===== config.mk =====
export PLATFORM = sky130hd
export DESIGN_NAME = ioa_operand_addr
export DESIGN_NICKNAME = d
export VERILOG_FILES = /design/src/design/ioa_pkg.sv /design/src/design/ioa_addr_calc.sv /design/src/design/ioa_operand_addr.sv
export SDC_FILE = /design/constraint.sdc
export NUM_CORES = 1
export LEC_CHECK = 0
export BUFFER_PORTS_ARGS = -buffer_cell sky130_fd_sc_hd__buf_4
export CORE_ASPECT_RATIO = 1.75
export CORE_MARGIN = 2
export CORE_UTILIZATION = 47
export CTS_CLUSTER_DIAMETER = 200
export DETAILED_ROUTE_END_ITERATION = 16
export HOLD_SLACK_MARGIN = 0.1
export PLACE_DENSITY = 0.8
export SYNTH_ARGS = -nofsm -noshare
export SYNTH_HDL_FRONTEND = slang
export SYNTH_SLANG_ARGS = --single-unit

===== constraint.sdc =====
create_clock -name CLK_SYS -period 2.8 [get_ports CLK_SYS]
set_input_delay 0.28 -clock CLK_SYS [delete_from_list [all_inputs] [get_ports CLK_SYS]]
set_output_delay 0.28 -clock CLK_SYS [all_outputs]
set_load 0.005 [all_outputs]

===== src/design/ioa_pkg.sv =====
// Purpose: Shared constants and carriers for operand address generation
// Assumes: 12-bit data address space, 8-bit file operand
// Notes:   Register offsets are byte addresses on the AXI4-Lite slave
package ioa_pkg;

    localparam int          IOA_ADDR_W       = 12;
    localparam logic [7:0]  IOA_OFFSET_LIMIT = 8'h5F;
    localparam logic [7:0]  IOA_ACCESS_HI    = 8'hF0;
    localparam logic [3:0]  IOA_SFR_BANK     = 4'hF;

    // Register map
    localparam logic [3:0]  IOA_REG_CTRL     = 4'h0;
    localparam logic [3:0]  IOA_REG_BANK     = 4'h4;
    localparam logic [3:0]  IOA_REG_FRAME    = 4'h8;
    localparam logic [3:0]  IOA_REG_STATUS   = 4'hC;

    // Field positions
    localparam int          IOA_CTRL_EXT_BIT = 0;
    localparam int          IOA_ST_IDX_BIT   = 12;
    localparam int          IOA_ST_DEST_BIT  = 13;

    // Reset values
    localparam logic        IOA_EXT_RST      = 1'b0;
    localparam logic [3:0]  IOA_BANK_RST     = 4'h0;
    localparam logic [11:0] IOA_FRAME_RST    = 12'h000;

    localparam logic [1:0]  IOA_RESP_OKAY    = 2'b00;
    localparam logic [1:0]  IOA_RESP_SLVERR  = 2'b10;

    typedef struct packed {
        logic [7:0] file_op;
        logic       access_sel;
        logic       dest_sel;
    } ioa_req_s;

    typedef struct packed {
        logic [11:0] addr;
        logic        indexed;
        logic        dest_sel;
    } ioa_ans_s;

endpackage : ioa_pkg


===== src/design/ioa_addr_calc.sv =====
// Purpose: Combinational effective address for one file operand
// Assumes: Mode and pointers are already registered by the caller
// Notes:   Pure logic, no state
`timescale 1ns/100ps
`default_nettype none
module ioa_addr_calc
    import ioa_pkg::*;
(
    // Mode and pointers
    input  wire logic        ext_en,
    input  wire logic [3:0]  bank_sel,
    input  wire logic [11:0] frame_ptr,
    // Operand in, address out
    input  wire ioa_req_s    req,
    output var  ioa_ans_s    ans
);

    logic is_idx;
    logic [12:0] sum;

    always_comb begin
        is_idx = ext_en && !req.access_sel && (req.file_op <= IOA_OFFSET_LIMIT);
        sum    = {1'b0, frame_ptr} + {5'h00, req.file_op};
        ans.indexed  = is_idx;
        ans.dest_sel = req.dest_sel;
        if (is_idx) begin
            ans.addr = sum[11:0];
        end else if (req.access_sel) begin
            ans.addr = {bank_sel, req.file_op};
        end else if (req.file_op > IOA_OFFSET_LIMIT) begin
            ans.addr = {IOA_SFR_BANK, req.file_op};
        end else begin
            ans.addr = {4'h0, req.file_op};
        end
    end

endmodule : ioa_addr_calc
`default_nettype wire


===== src/design/ioa_operand_addr.sv =====
// Purpose: Operand address generator between decode and data memory
// Assumes: AXI4-Lite slave, one write and one read in flight at most
// Notes:   Address path is combinational; status latches last request
//
// The AXI4-Lite register port and the address map were decided locally.
`timescale 1ns/100ps
`default_nettype none
module ioa_operand_addr
    import ioa_pkg::*;
(
    // Clock and reset
    input  wire logic        CLK_SYS,
    input  wire logic        SYS_RST,
    // Decode side
    input  wire logic        OP_VALID,
    input  wire logic [7:0]  OP_FILE,
    input  wire logic        OP_ACCESS,
    input  wire logic        OP_DEST,
    // Memory side
    output logic [11:0]      MEM_ADDR,
    output logic             MEM_INDEXED,
    output logic             MEM_DEST,
    // AXI4-Lite write
    input  wire logic [31:0] AWADDR,
    input  wire logic        AWVALID,
    output logic             AWREADY,
    input  wire logic [31:0] WDATA,
    input  wire logic [3:0]  WSTRB,
    input  wire logic        WVALID,
    output logic             WREADY,
    output logic [1:0]       BRESP,
    output logic             BVALID,
    input  wire logic        BREADY,
    // AXI4-Lite read
    input  wire logic [31:0] ARADDR,
    input  wire logic        ARVALID,
    output logic             ARREADY,
    output logic [31:0]      RDATA,
    output logic [1:0]       RRESP,
    output logic             RVALID,
    input  wire logic        RREADY
);

    logic        ext_en_q;
    logic [3:0]  bank_q;
    logic [11:0] frame_q;
    logic [13:0] status_q;
    logic        aw_got_q;
    logic        w_got_q;
    logic [3:0]  aw_addr_q;
    logic        aw_top_ok_q;
    logic [31:0] w_data_q;
    logic [3:0]  w_strb_q;
    ioa_req_s    req;
    ioa_ans_s    ans;

    assign req = '{file_op: OP_FILE, access_sel: OP_ACCESS, dest_sel: OP_DEST};

    ioa_addr_calc u_calc (
        .ext_en    (ext_en_q),
        .bank_sel  (bank_q),
        .frame_ptr (frame_q),
        .req       (req),
        .ans       (ans)
    );

    // Same-cycle answer so the read happens in the decode cycle
    assign MEM_ADDR    = ans.addr;
    assign MEM_INDEXED = ans.indexed;
    assign MEM_DEST    = ans.dest_sel;

    // Last taken request, visible to software
    always_ff @(posedge CLK_SYS) begin
        if (SYS_RST) begin
            status_q <= '0;
        end else if (OP_VALID) begin
            status_q <= {ans.dest_sel, ans.indexed, ans.addr};
        end
    end

    // Write channel capture, either order
    logic do_write;
    assign AWREADY  = !aw_got_q && !BVALID;
    assign WREADY   = !w_got_q && !BVALID;
    assign do_write = aw_got_q && w_got_q && !BVALID;

    always_ff @(posedge CLK_SYS) begin
        if (SYS_RST) begin
            aw_got_q    <= 1'b0;
            aw_addr_q   <= 4'h0;
            aw_top_ok_q <= 1'b0;
        end else if (AWVALID && AWREADY) begin
            aw_got_q    <= 1'b1;
            aw_addr_q   <= AWADDR[3:0];
            // Upper bits kept as one flag so aliases of the map are refused
            aw_top_ok_q <= (AWADDR[31:4] == 28'h0000000);
        end else if (do_write) begin
            aw_got_q    <= 1'b0;
        end
    end

    always_ff @(posedge CLK_SYS) begin
        if (SYS_RST) begin
            w_got_q  <= 1'b0;
            w_data_q <= 32'h0000_0000;
            w_strb_q <= 4'h0;
        end else if (WVALID && WREADY) begin
            w_got_q  <= 1'b1;
            w_data_q <= WDATA;
            w_strb_q <= WSTRB;
        end else if (do_write) begin
            w_got_q  <= 1'b0;
        end
    end

    logic wr_hit;
    logic wr_en;
    assign wr_hit = aw_top_ok_q && ((aw_addr_q == IOA_REG_CTRL) || (aw_addr_q == IOA_REG_BANK)
                 || (aw_addr_q == IOA_REG_FRAME));
    // Unmapped writes answer SLVERR and leave every register alone
    assign wr_en  = do_write && wr_hit;

    // Extension enable is the sole mode control
    always_ff @(posedge CLK_SYS) begin
        if (SYS_RST) begin
            ext_en_q <= IOA_EXT_RST;
        end else if (wr_en && aw_addr_q == IOA_REG_CTRL && w_strb_q[0]) begin
            ext_en_q <= w_data_q[IOA_CTRL_EXT_BIT];
        end
    end

    always_ff @(posedge CLK_SYS) begin
        if (SYS_RST) begin
            bank_q <= IOA_BANK_RST;
        end else if (wr_en && aw_addr_q == IOA_REG_BANK && w_strb_q[0]) begin
            bank_q <= w_data_q[3:0];
        end
    end

    always_ff @(posedge CLK_SYS) begin
        if (SYS_RST) begin
            frame_q <= IOA_FRAME_RST;
        end else if (wr_en && aw_addr_q == IOA_REG_FRAME) begin
            if (w_strb_q[0]) begin
                frame_q[7:0] <= w_data_q[7:0];
            end
            if (w_strb_q[1]) begin
                frame_q[11:8] <= w_data_q[11:8];
            end
        end
    end

    always_ff @(posedge CLK_SYS) begin
        if (SYS_RST) begin
            BVALID <= 1'b0;
            BRESP  <= IOA_RESP_OKAY;
        end else if (do_write) begin
            BVALID <= 1'b1;
            BRESP  <= wr_hit ? IOA_RESP_OKAY : IOA_RESP_SLVERR;
        end else if (BREADY) begin
            BVALID <= 1'b0;
        end
    end

    bresp_hold_a: assert property (@(posedge CLK_SYS) disable iff (SYS_RST)
        (BVALID && !BREADY) |=> BVALID && $stable(BRESP))
        else $error("Write response dropped early");

    write_answer_a: assert property (@(posedge CLK_SYS) disable iff (SYS_RST)
        do_write |=> BVALID)
        else $error("Write response missing");

    bad_write_a: assert property (@(posedge CLK_SYS) disable iff (SYS_RST)
        (do_write && !wr_hit) |=> BRESP == IOA_RESP_SLVERR
            && $stable(ext_en_q) && $stable(bank_q) && $stable(frame_q))
        else $error("Unmapped write not refused");

    wready_gate_a: assert property (@(posedge CLK_SYS) disable iff (SYS_RST)
        BVALID |-> !AWREADY && !WREADY)
        else $error("Write accepted while response pending");

    // Read channel
    assign ARREADY = !RVALID;

    logic [31:0] rd_word;
    logic        rd_hit;
    always_comb begin
        rd_hit  = 1'b1;
        rd_word = 32'h0000_0000;
        case (ARADDR[3:0])
            IOA_REG_CTRL:   rd_word[IOA_CTRL_EXT_BIT] = ext_en_q;
            IOA_REG_BANK:   rd_word[3:0]  = bank_q;
            IOA_REG_FRAME:  rd_word[11:0] = frame_q;
            IOA_REG_STATUS: rd_word[13:0] = status_q;
            default:        rd_hit = 1'b0;
        endcase
        if (ARADDR[31:4] != 28'h0000000) begin
            rd_hit  = 1'b0;
            rd_word = 32'h0000_0000;
        end
    end

    always_ff @(posedge CLK_SYS) begin
        if (SYS_RST) begin
            RVALID <= 1'b0;
            RDATA  <= 32'h0000_0000;
            RRESP  <= IOA_RESP_OKAY;
        end else if (ARVALID && ARREADY) begin
            RVALID <= 1'b1;
            RDATA  <= rd_word;
            RRESP  <= rd_hit ? IOA_RESP_OKAY : IOA_RESP_SLVERR;
        end else if (RREADY) begin
            RVALID <= 1'b0;
        end
    end

    rdata_hold_a: assert property (@(posedge CLK_SYS) disable iff (SYS_RST)
        (RVALID && !RREADY) |=> RVALID && $stable(RDATA) && $stable(RRESP))
        else $error("Read data dropped early");

    arready_gate_a: assert property (@(posedge CLK_SYS) disable iff (SYS_RST)
        RVALID |-> !ARREADY)
        else $error("Read accepted while data pending");

    read_answer_a: assert property (@(posedge CLK_SYS) disable iff (SYS_RST)
        (ARVALID && ARREADY) |=> RVALID)
        else $error("Read data missing");

    bad_read_a: assert property (@(posedge CLK_SYS) disable iff (SYS_RST)
        (ARVALID && ARREADY && ARADDR[31:4] != 28'h0000000)
            |=> RRESP == IOA_RESP_SLVERR && RDATA == 32'h0000_0000)
        else $error("Unmapped read not refused");

    // Checks
    logic [12:0] chk_sum;
    assign chk_sum = {1'b0, frame_q} + {5'h00, OP_FILE};

    literal_mode_a: assert property (@(posedge CLK_SYS) disable iff (SYS_RST)
        (!ext_en_q && OP_ACCESS) |-> MEM_ADDR == {bank_q, OP_FILE})
        else $error("Banked literal address wrong");

    literal_access_a: assert property (@(posedge CLK_SYS) disable iff (SYS_RST)
        (!ext_en_q && !OP_ACCESS && OP_FILE <= IOA_OFFSET_LIMIT)
            |-> MEM_ADDR == {4'h0, OP_FILE})
        else $error("Access bank low address wrong");

    indexed_addr_a: assert property (@(posedge CLK_SYS) disable iff (SYS_RST)
        (ext_en_q && !OP_ACCESS && OP_FILE <= IOA_OFFSET_LIMIT)
            |-> MEM_ADDR == chk_sum[11:0] && MEM_INDEXED)
        else $error("Indexed address wrong");

    mode_follows_ext_a: assert property (@(posedge CLK_SYS) disable iff (SYS_RST)
        MEM_INDEXED |-> ext_en_q)
        else $error("Indexed mode without extension");

    access_bit_gate_a: assert property (@(posedge CLK_SYS) disable iff (SYS_RST)
        OP_ACCESS |-> !MEM_INDEXED)
        else $error("Indexed mode with access bit set");

    high_operand_a: assert property (@(posedge CLK_SYS) disable iff (SYS_RST)
        (ext_en_q && !OP_ACCESS && OP_FILE > IOA_OFFSET_LIMIT) |-> !MEM_INDEXED
            && MEM_ADDR == {IOA_SFR_BANK, OP_FILE})
        else $error("High operand reinterpreted");

    zero_frame_a: assert property (@(posedge CLK_SYS) disable iff (SYS_RST)
        (ext_en_q && frame_q == 12'h000 && !OP_ACCESS && OP_FILE <= IOA_OFFSET_LIMIT)
            |-> MEM_ADDR == {4'h0, OP_FILE})
        else $error("Zero frame not backward compatible");

    dest_pass_a: assert property (@(posedge CLK_SYS) disable iff (SYS_RST)
        MEM_DEST == OP_DEST)
        else $error("Destination bit altered");

    status_track_a: assert property (@(posedge CLK_SYS) disable iff (SYS_RST)
        OP_VALID |=> status_q[11:0] == $past(MEM_ADDR))
        else $error("Status address not captured");

    status_hold_a: assert property (@(posedge CLK_SYS) disable iff (SYS_RST)
        !OP_VALID |=> $stable(status_q))
        else $error("Status changed without request");

    ext_banked_a: assert property (@(posedge CLK_SYS) disable iff (SYS_RST)
        (ext_en_q && OP_ACCESS) |-> MEM_ADDR == {bank_q, OP_FILE} && !MEM_INDEXED)
        else $error("Banked address wrong in extended mode");

    access_high_a: assert property (@(posedge CLK_SYS) disable iff (SYS_RST)
        (!ext_en_q && !OP_ACCESS && OP_FILE > IOA_OFFSET_LIMIT)
            |-> MEM_ADDR == {IOA_SFR_BANK, OP_FILE})
        else $error("Access bank high address wrong");

    ctrl_write_a: assert property (@(posedge CLK_SYS) disable iff (SYS_RST)
        (wr_en && aw_addr_q == IOA_REG_CTRL && w_strb_q[0])
            |=> ext_en_q == w_data_q[IOA_CTRL_EXT_BIT])
        else $error("Extension enable not written");

    bank_write_a: assert property (@(posedge CLK_SYS) disable iff (SYS_RST)
        (wr_en && aw_addr_q == IOA_REG_BANK && w_strb_q[0]) |=> bank_q == w_data_q[3:0])
        else $error("Bank select not written");

    frame_write_a: assert property (@(posedge CLK_SYS) disable iff (SYS_RST)
        (wr_en && aw_addr_q == IOA_REG_FRAME && w_strb_q[1:0] == 2'b11)
            |=> frame_q == w_data_q[11:0])
        else $error("Frame pointer not written");

endmodule : ioa_operand_addr
`default_nettype wire


**Word-level counts from Yosys, hierarchy flattened**

Index checks and enable logic that the tools add are counted.

- Magnitude comparators: 2
- Equality and inequality tests: 5
- $add $sub $neg: 1
- Mux-type cells: 19
- Reduce and logical (&&, ||, !) cells: 34

Operators with widths:

| operator | count |
|---|---|
| two-way mux 12 bit | 3 |
| zero test 28 bit | 1 |
| nonzero test 28 bit | 1 |
| logical AND 1 bit | 16 |
| one-hot mux 8 bit (2 select lines) | 1 |
| two-way mux 14 bit | 1 |
| adder 12 x 8 -> 12 bit | 1 |
| equality test 4 bit, second input constant | 3 |
| two-way mux 1 bit | 9 |
| one-hot mux 3 bit (3 select lines) | 1 |
| equality test 4 x 3 -> 1 bit, second input constant | 2 |
| > comparator 8 x 7 -> 1 bit, second input constant | 1 |
| <= comparator 8 x 7 -> 1 bit, second input constant | 1 |
| zero test 4 bit | 2 |
| nonzero test 2 bit | 4 |
| two-way mux 2 bit | 3 |
| zero test 1 bit | 5 |
| one-hot mux 1 bit (4 select lines) | 1 |
| AND reduction 2 bit | 2 |
| OR reduction 4 bit | 1 |
| logical OR 1 bit | 2 |

- Register bits after elaboration: 90
- Logic and storage cells: 77
- Input port bits: 118
- Output and inout bits: 55

**Logic depth before layout (Yosys ltp)**

- Depth after elaboration: 7
- Gate-level depth with buffers: 8
- Gate-level depth less buffers: 8

**Hierarchy**

Synthesis repeated with hierarchy kept, for this count alone.

- Cells, all modules: 414
- Area total of the unflattened synthesis: 3629.7 µm²

Modules (own cells, without submodules):

| module | area an instance (µm²) | cells an instance | times used | sequential area each (µm²) |
|---|---|---|---|---|
| ioa_operand_addr | 3030.4 | 332 | 1 | 1401.3 |
| ioa_addr_calc | 599.3 | 82 | 1 | 0.0 |

**Worst setup path after synthesis**

OpenSTA, ideal clock, no wires.

- Kind: reg2out
- Start: reg frame_q[0]
- End: out MEM_ADDR[10]
- Arrival time: 1676 ps
- Stages on the path, launching flop included: 9
- Data required time: 2520 ps
- Setup slack: 844 ps
- Path buffers: 0
- Path through: dfxtp_1 > ha_1 > inv_1 > fa_1 > nor2b_1 > o31a_1 > nor3b_1 > mux2_2 > nand2_1

- Word-level cells in the longest chain between the ends: 2

Ends and longest elaborated chain:

| item | line | text |
|---|---|---|
| start, declared | ioa_operand_addr.sv:46 | `logic [11:0] frame_q;` |
| start signal, assigned | ioa_operand_addr.sv:145 | `frame_q[7:0] <= w_data_q[7:0];` |
| adder 12 x 8 -> 12 bit | ioa_addr_calc.sv:23 | `sum = {1'b0, frame_ptr} + {5'h00, req.file_op};` |
| two-way mux 12 bit | ioa_addr_calc.sv:26 | `if (is_idx) begin` |
| end, declared | ioa_operand_addr.sv:20 | `output logic [11:0] MEM_ADDR,` |

Every way passes these cells.

**Final worst setup path**

Ends and elaborated chain as after synthesis.

==> results.sh <==
export IMPL_die_y_um=122
export IMPL_place_congestion=0.877
export IMPL_final_antenna_net_count=0
export IMPL_drcViolationCount=0
export IMPL_ys_seq_area_frac=0.375
export IMPL_crit_path_start_kind="register"
export IMPL_drv_slew=0
export IMPL_first_pass_iters=4
export IMPL_fin_ws_ps=144
export IMPL_hold_class="in2reg"
export IMPL_utilization=0.644
export IMPL_max_vdd_ir_drop_v=0.000410
export IMPL_synth_edf_count=0
export IMPL_clock_sinks=70
export IMPL_post_place_ws_ps=398
export IMPL_async_reset_ff_frac=0
export IMPL_period_share=0.949
export IMPL_status="finished, final reports clean"
export IMPL_muxShareOfSynthArea=0.0846
export IMPL_max_freq_mhz=376
export IMPL_r2r_slack_ps=560
export IMPL_setup_viol=0
export IMPL_n_fill_cell=674
export IMPL_worst_skew_pair_late_latency_ps=340
export IMPL_fin_crit_ps=2660
export IMPL_total_power_mw=2.69
export IMPL_hold_depth=2
export IMPL_worstPathArrival_ps=2380
export IMPL_critical_path_endpoint_type="primary output"
export IMPL_clk_pin_slew_ps=60
export IMPL_synthAdderAreaFrac=0.0321
export IMPL_fp_row_count=43
export IMPL_dpl_instance_area_sq_um=4670
export IMPL_final_nets=686
export IMPL_required_ps=2520
export IMPL_synthesis_area_sq_um=3740
export IMPL_final_cell_mix="buf_4, dfxtp_1, nand2_1"
export IMPL_clkPwrFrac=0.487
export IMPL_holdWs_ps=129
export IMPL_finalHoldViolations=0
export IMPL_cts_buffers=9
export IMPL_rsz0062_at_grt="false"
export IMPL_synth_distinct_cells=67
export IMPL_p_comb_frac=0.118
export IMPL_synth_flop_cell="dfxtp_1"
export IMPL_viasPerCell=5.57
export IMPL_syn_area_per_cell_sq_um=8.54
export IMPL_min_from="RREADY"
export IMPL_drt_wl_total_um=10300
export IMPL_p_per_area_nw_per_um2=535
export IMPL_finalNonFillerCells=654
export IMPL_p_sw_frac=0.230
export IMPL_worstMarginPinSlew_ps=710
export IMPL_vias=3641
export IMPL_maxCapViolations=0
export IMPL_reg2reg_from="frame_q[0]"
export IMPL_whs_endpoint="RVALID"
export IMPL_seqPwrFrac=0.394
export IMPL_fp_dieW_um=71.4
export IMPL_diodes=0
export IMPL_power_leakage_nw=2.28
export IMPL_syn_inst=438
export IMPL_cts_tree="done"
export IMPL_die_area_sq_um=8720
export IMPL_h_tree_depth=3
export IMPL_io_pins=173
export IMPL_drive_gt1_frac=0.298
export IMPL_slew_headroom=0.527
export IMPL_flow_area_growth_from_synthesis_pct=34.4
export IMPL_antenna_found_initial=0
export IMPL_drt_iter0_drc=186
export IMPL_place_inst=637
export IMPL_rr_worst_depth=9
export IMPL_wire_per_inst_um=15.8
export IMPL_worstSetupPathType="reg2out"
export IMPL_clockRootBuffer="clkbuf_16"
export IMPL_grt_pass1_vias=3562
export IMPL_synth_top_family_by_area="simple AND/OR/NAND/NOR gates"
export IMPL_fin_skew_ps=6.82
export IMPL_synth_compound_area_frac=0.194
export IMPL_design_area_sq_um=5030
export IMPL_yosys_area_share_simple=0.232
export IMPL_worstPathMaxFanout=4
export IMPL_post_dp_hpwl_um=8010
export IMPL_overflow=0
export IMPL_synthXorXnorAreaFrac=0.00468
export IMPL_grt_pass1_wl_um=16300
export IMPL_grt_usage=0.239
export IMPL_r2r_end="status_q[8]"
export IMPL_ys_warn_count=0
export IMPL_portBuffers=130
export IMPL_coreArea_sq_um=7800
export IMPL_clock_path_buffers=2
export IMPL_p_int_mw=2.07
export IMPL_p_sw_mw=0.618
export IMPL_synth_seq_cells=70
export IMPL_grt_max_degree=71
export IMPL_setup_tns_final_ps=0
export IMPL_initial_utilization=0.480
export IMPL_mostFrequentLayoutCell="buf_4"
==> cell families (layout without fill, tap and decap cells) <==
| logic type | Yosys count | in the layout |
|---|---|---|
| buffers and inverters | 53 | 160 |
| AND/OR/NAND/NOR | 174 | 174 |
| XOR/XNOR | 2 | 2 |
| flip-flops | 70 | 70 |
| other | 1 | 20 |
| multiplexers | 31 | 31 |
| AO/OA/AOI/OAI | 98 | 98 |
| adder cells (fa/ha/maj) | 9 | 9 |
==> repair_timing <==
item	in CTS	in global routing
hold endpoints to repair	0	0
buffers inserted	0	1
resized for setup	0	1
hold buffers	0	0
setup endpoints to repair	0	2
==> state kept, by name, summed over array words and instances (netlist names), 2 cells and up <==
| signal | flops |
|---|---|
| RDATA | 14 |
| status_q | 14 |
| frame_q | 12 |
| w_data_q | 12 |
| aw_addr_q | 4 |
| bank_q | 4 |
| w_strb_q | 2 |
==> worst max-delay path by stage <==
stage	from	end	slack (ps)	cells past startpoint
global route	frame_q[0]	MEM_ADDR[8]	0.04	9
floorplan	frame_q[0]	MEM_ADDR[10]	840	8
CTS	frame_q[0]	MEM_ADDR[10]	80	9
detailed placement	OP_FILE[0]	MEM_ADDR[10]	400	10
finish	frame_q[0]	MEM_ADDR[10]	140	9
global placement	OP_FILE[0]	MEM_ADDR[10]	390	10
==> synthesized netlist by cell type, types with 3 or more instances <==
cell        n  area share
a22o_1      3      0.0070
a311oi_1    4      0.0094
a2bb2oi_1   8       0.019
mux2i_1    26       0.070
ha_1        8       0.027
nand2_1    56       0.056
clkbuf_1   17       0.017
or3_1       4      0.0067
nor3_1      3      0.0040
nor2_1     54       0.054
and2_1      3      0.0050
nand4_1     4      0.0067
a211oi_1    3      0.0060
a21o_1      4      0.0080
and3_1      5      0.0084
nor2b_1     5      0.0084
dfxtp_1    70        0.37
mux2_2      3      0.0090
nand3_1     7      0.0094
o21ai_1     5      0.0067
a22oi_1     8       0.016
a21oi_1    23       0.031
o21ai_0    10       0.013
inv_1      10       0.010
nor4_1     17       0.028
a32oi_1     5       0.012
buf_4      21       0.042
==> routing by layer <==
layer / global-route usage / vias up / wire length (um)
li1: - / 1787 / -
met1: 0.238 / 1684 / 3690
met2: 0.457 / 145 / 5680
met3: 0.0356 / 25 / 572
met4: 0.131 / 0 / 376
met5: 0 / - / 0
==> critical path, cell delays in order (launching register included) <==
cell     delay [ps]
dfxtp_1         360
ha_1            220
inv_1            70
fa_1            420
nor2b_1         160
o31a_1          250
nor3b_2          80
mux2_2          290
nand2_1          70
buf_4           100
==> power groups by stage <==
stage	combinational, mW	clock [mW]	sequential, mW
6_report	0.318	1.31	1.06
5_1_grt	0.350	1.36	1.06
4_1_cts	0.320	1.33	1.06
3_5_place_dp	0.319	0	1.08
3_3_place_gp	0.312	0	1.08
2_1_floorplan	0.168	0	1.08
==> cell type report <==
class,instances,area (sq um),share of cell area
multi-input cells,334,2130,0.423
flip-flops and latches,70,1400,0.279
repair buffers,133,998,0.199
clock buffers,9,225,0.0448
clock inverters,7,120,0.0239
well taps,90,113,0.0224
inverters,11,41.3,0.00821
No activity file was read; power rests on OpenSTA's default activity.
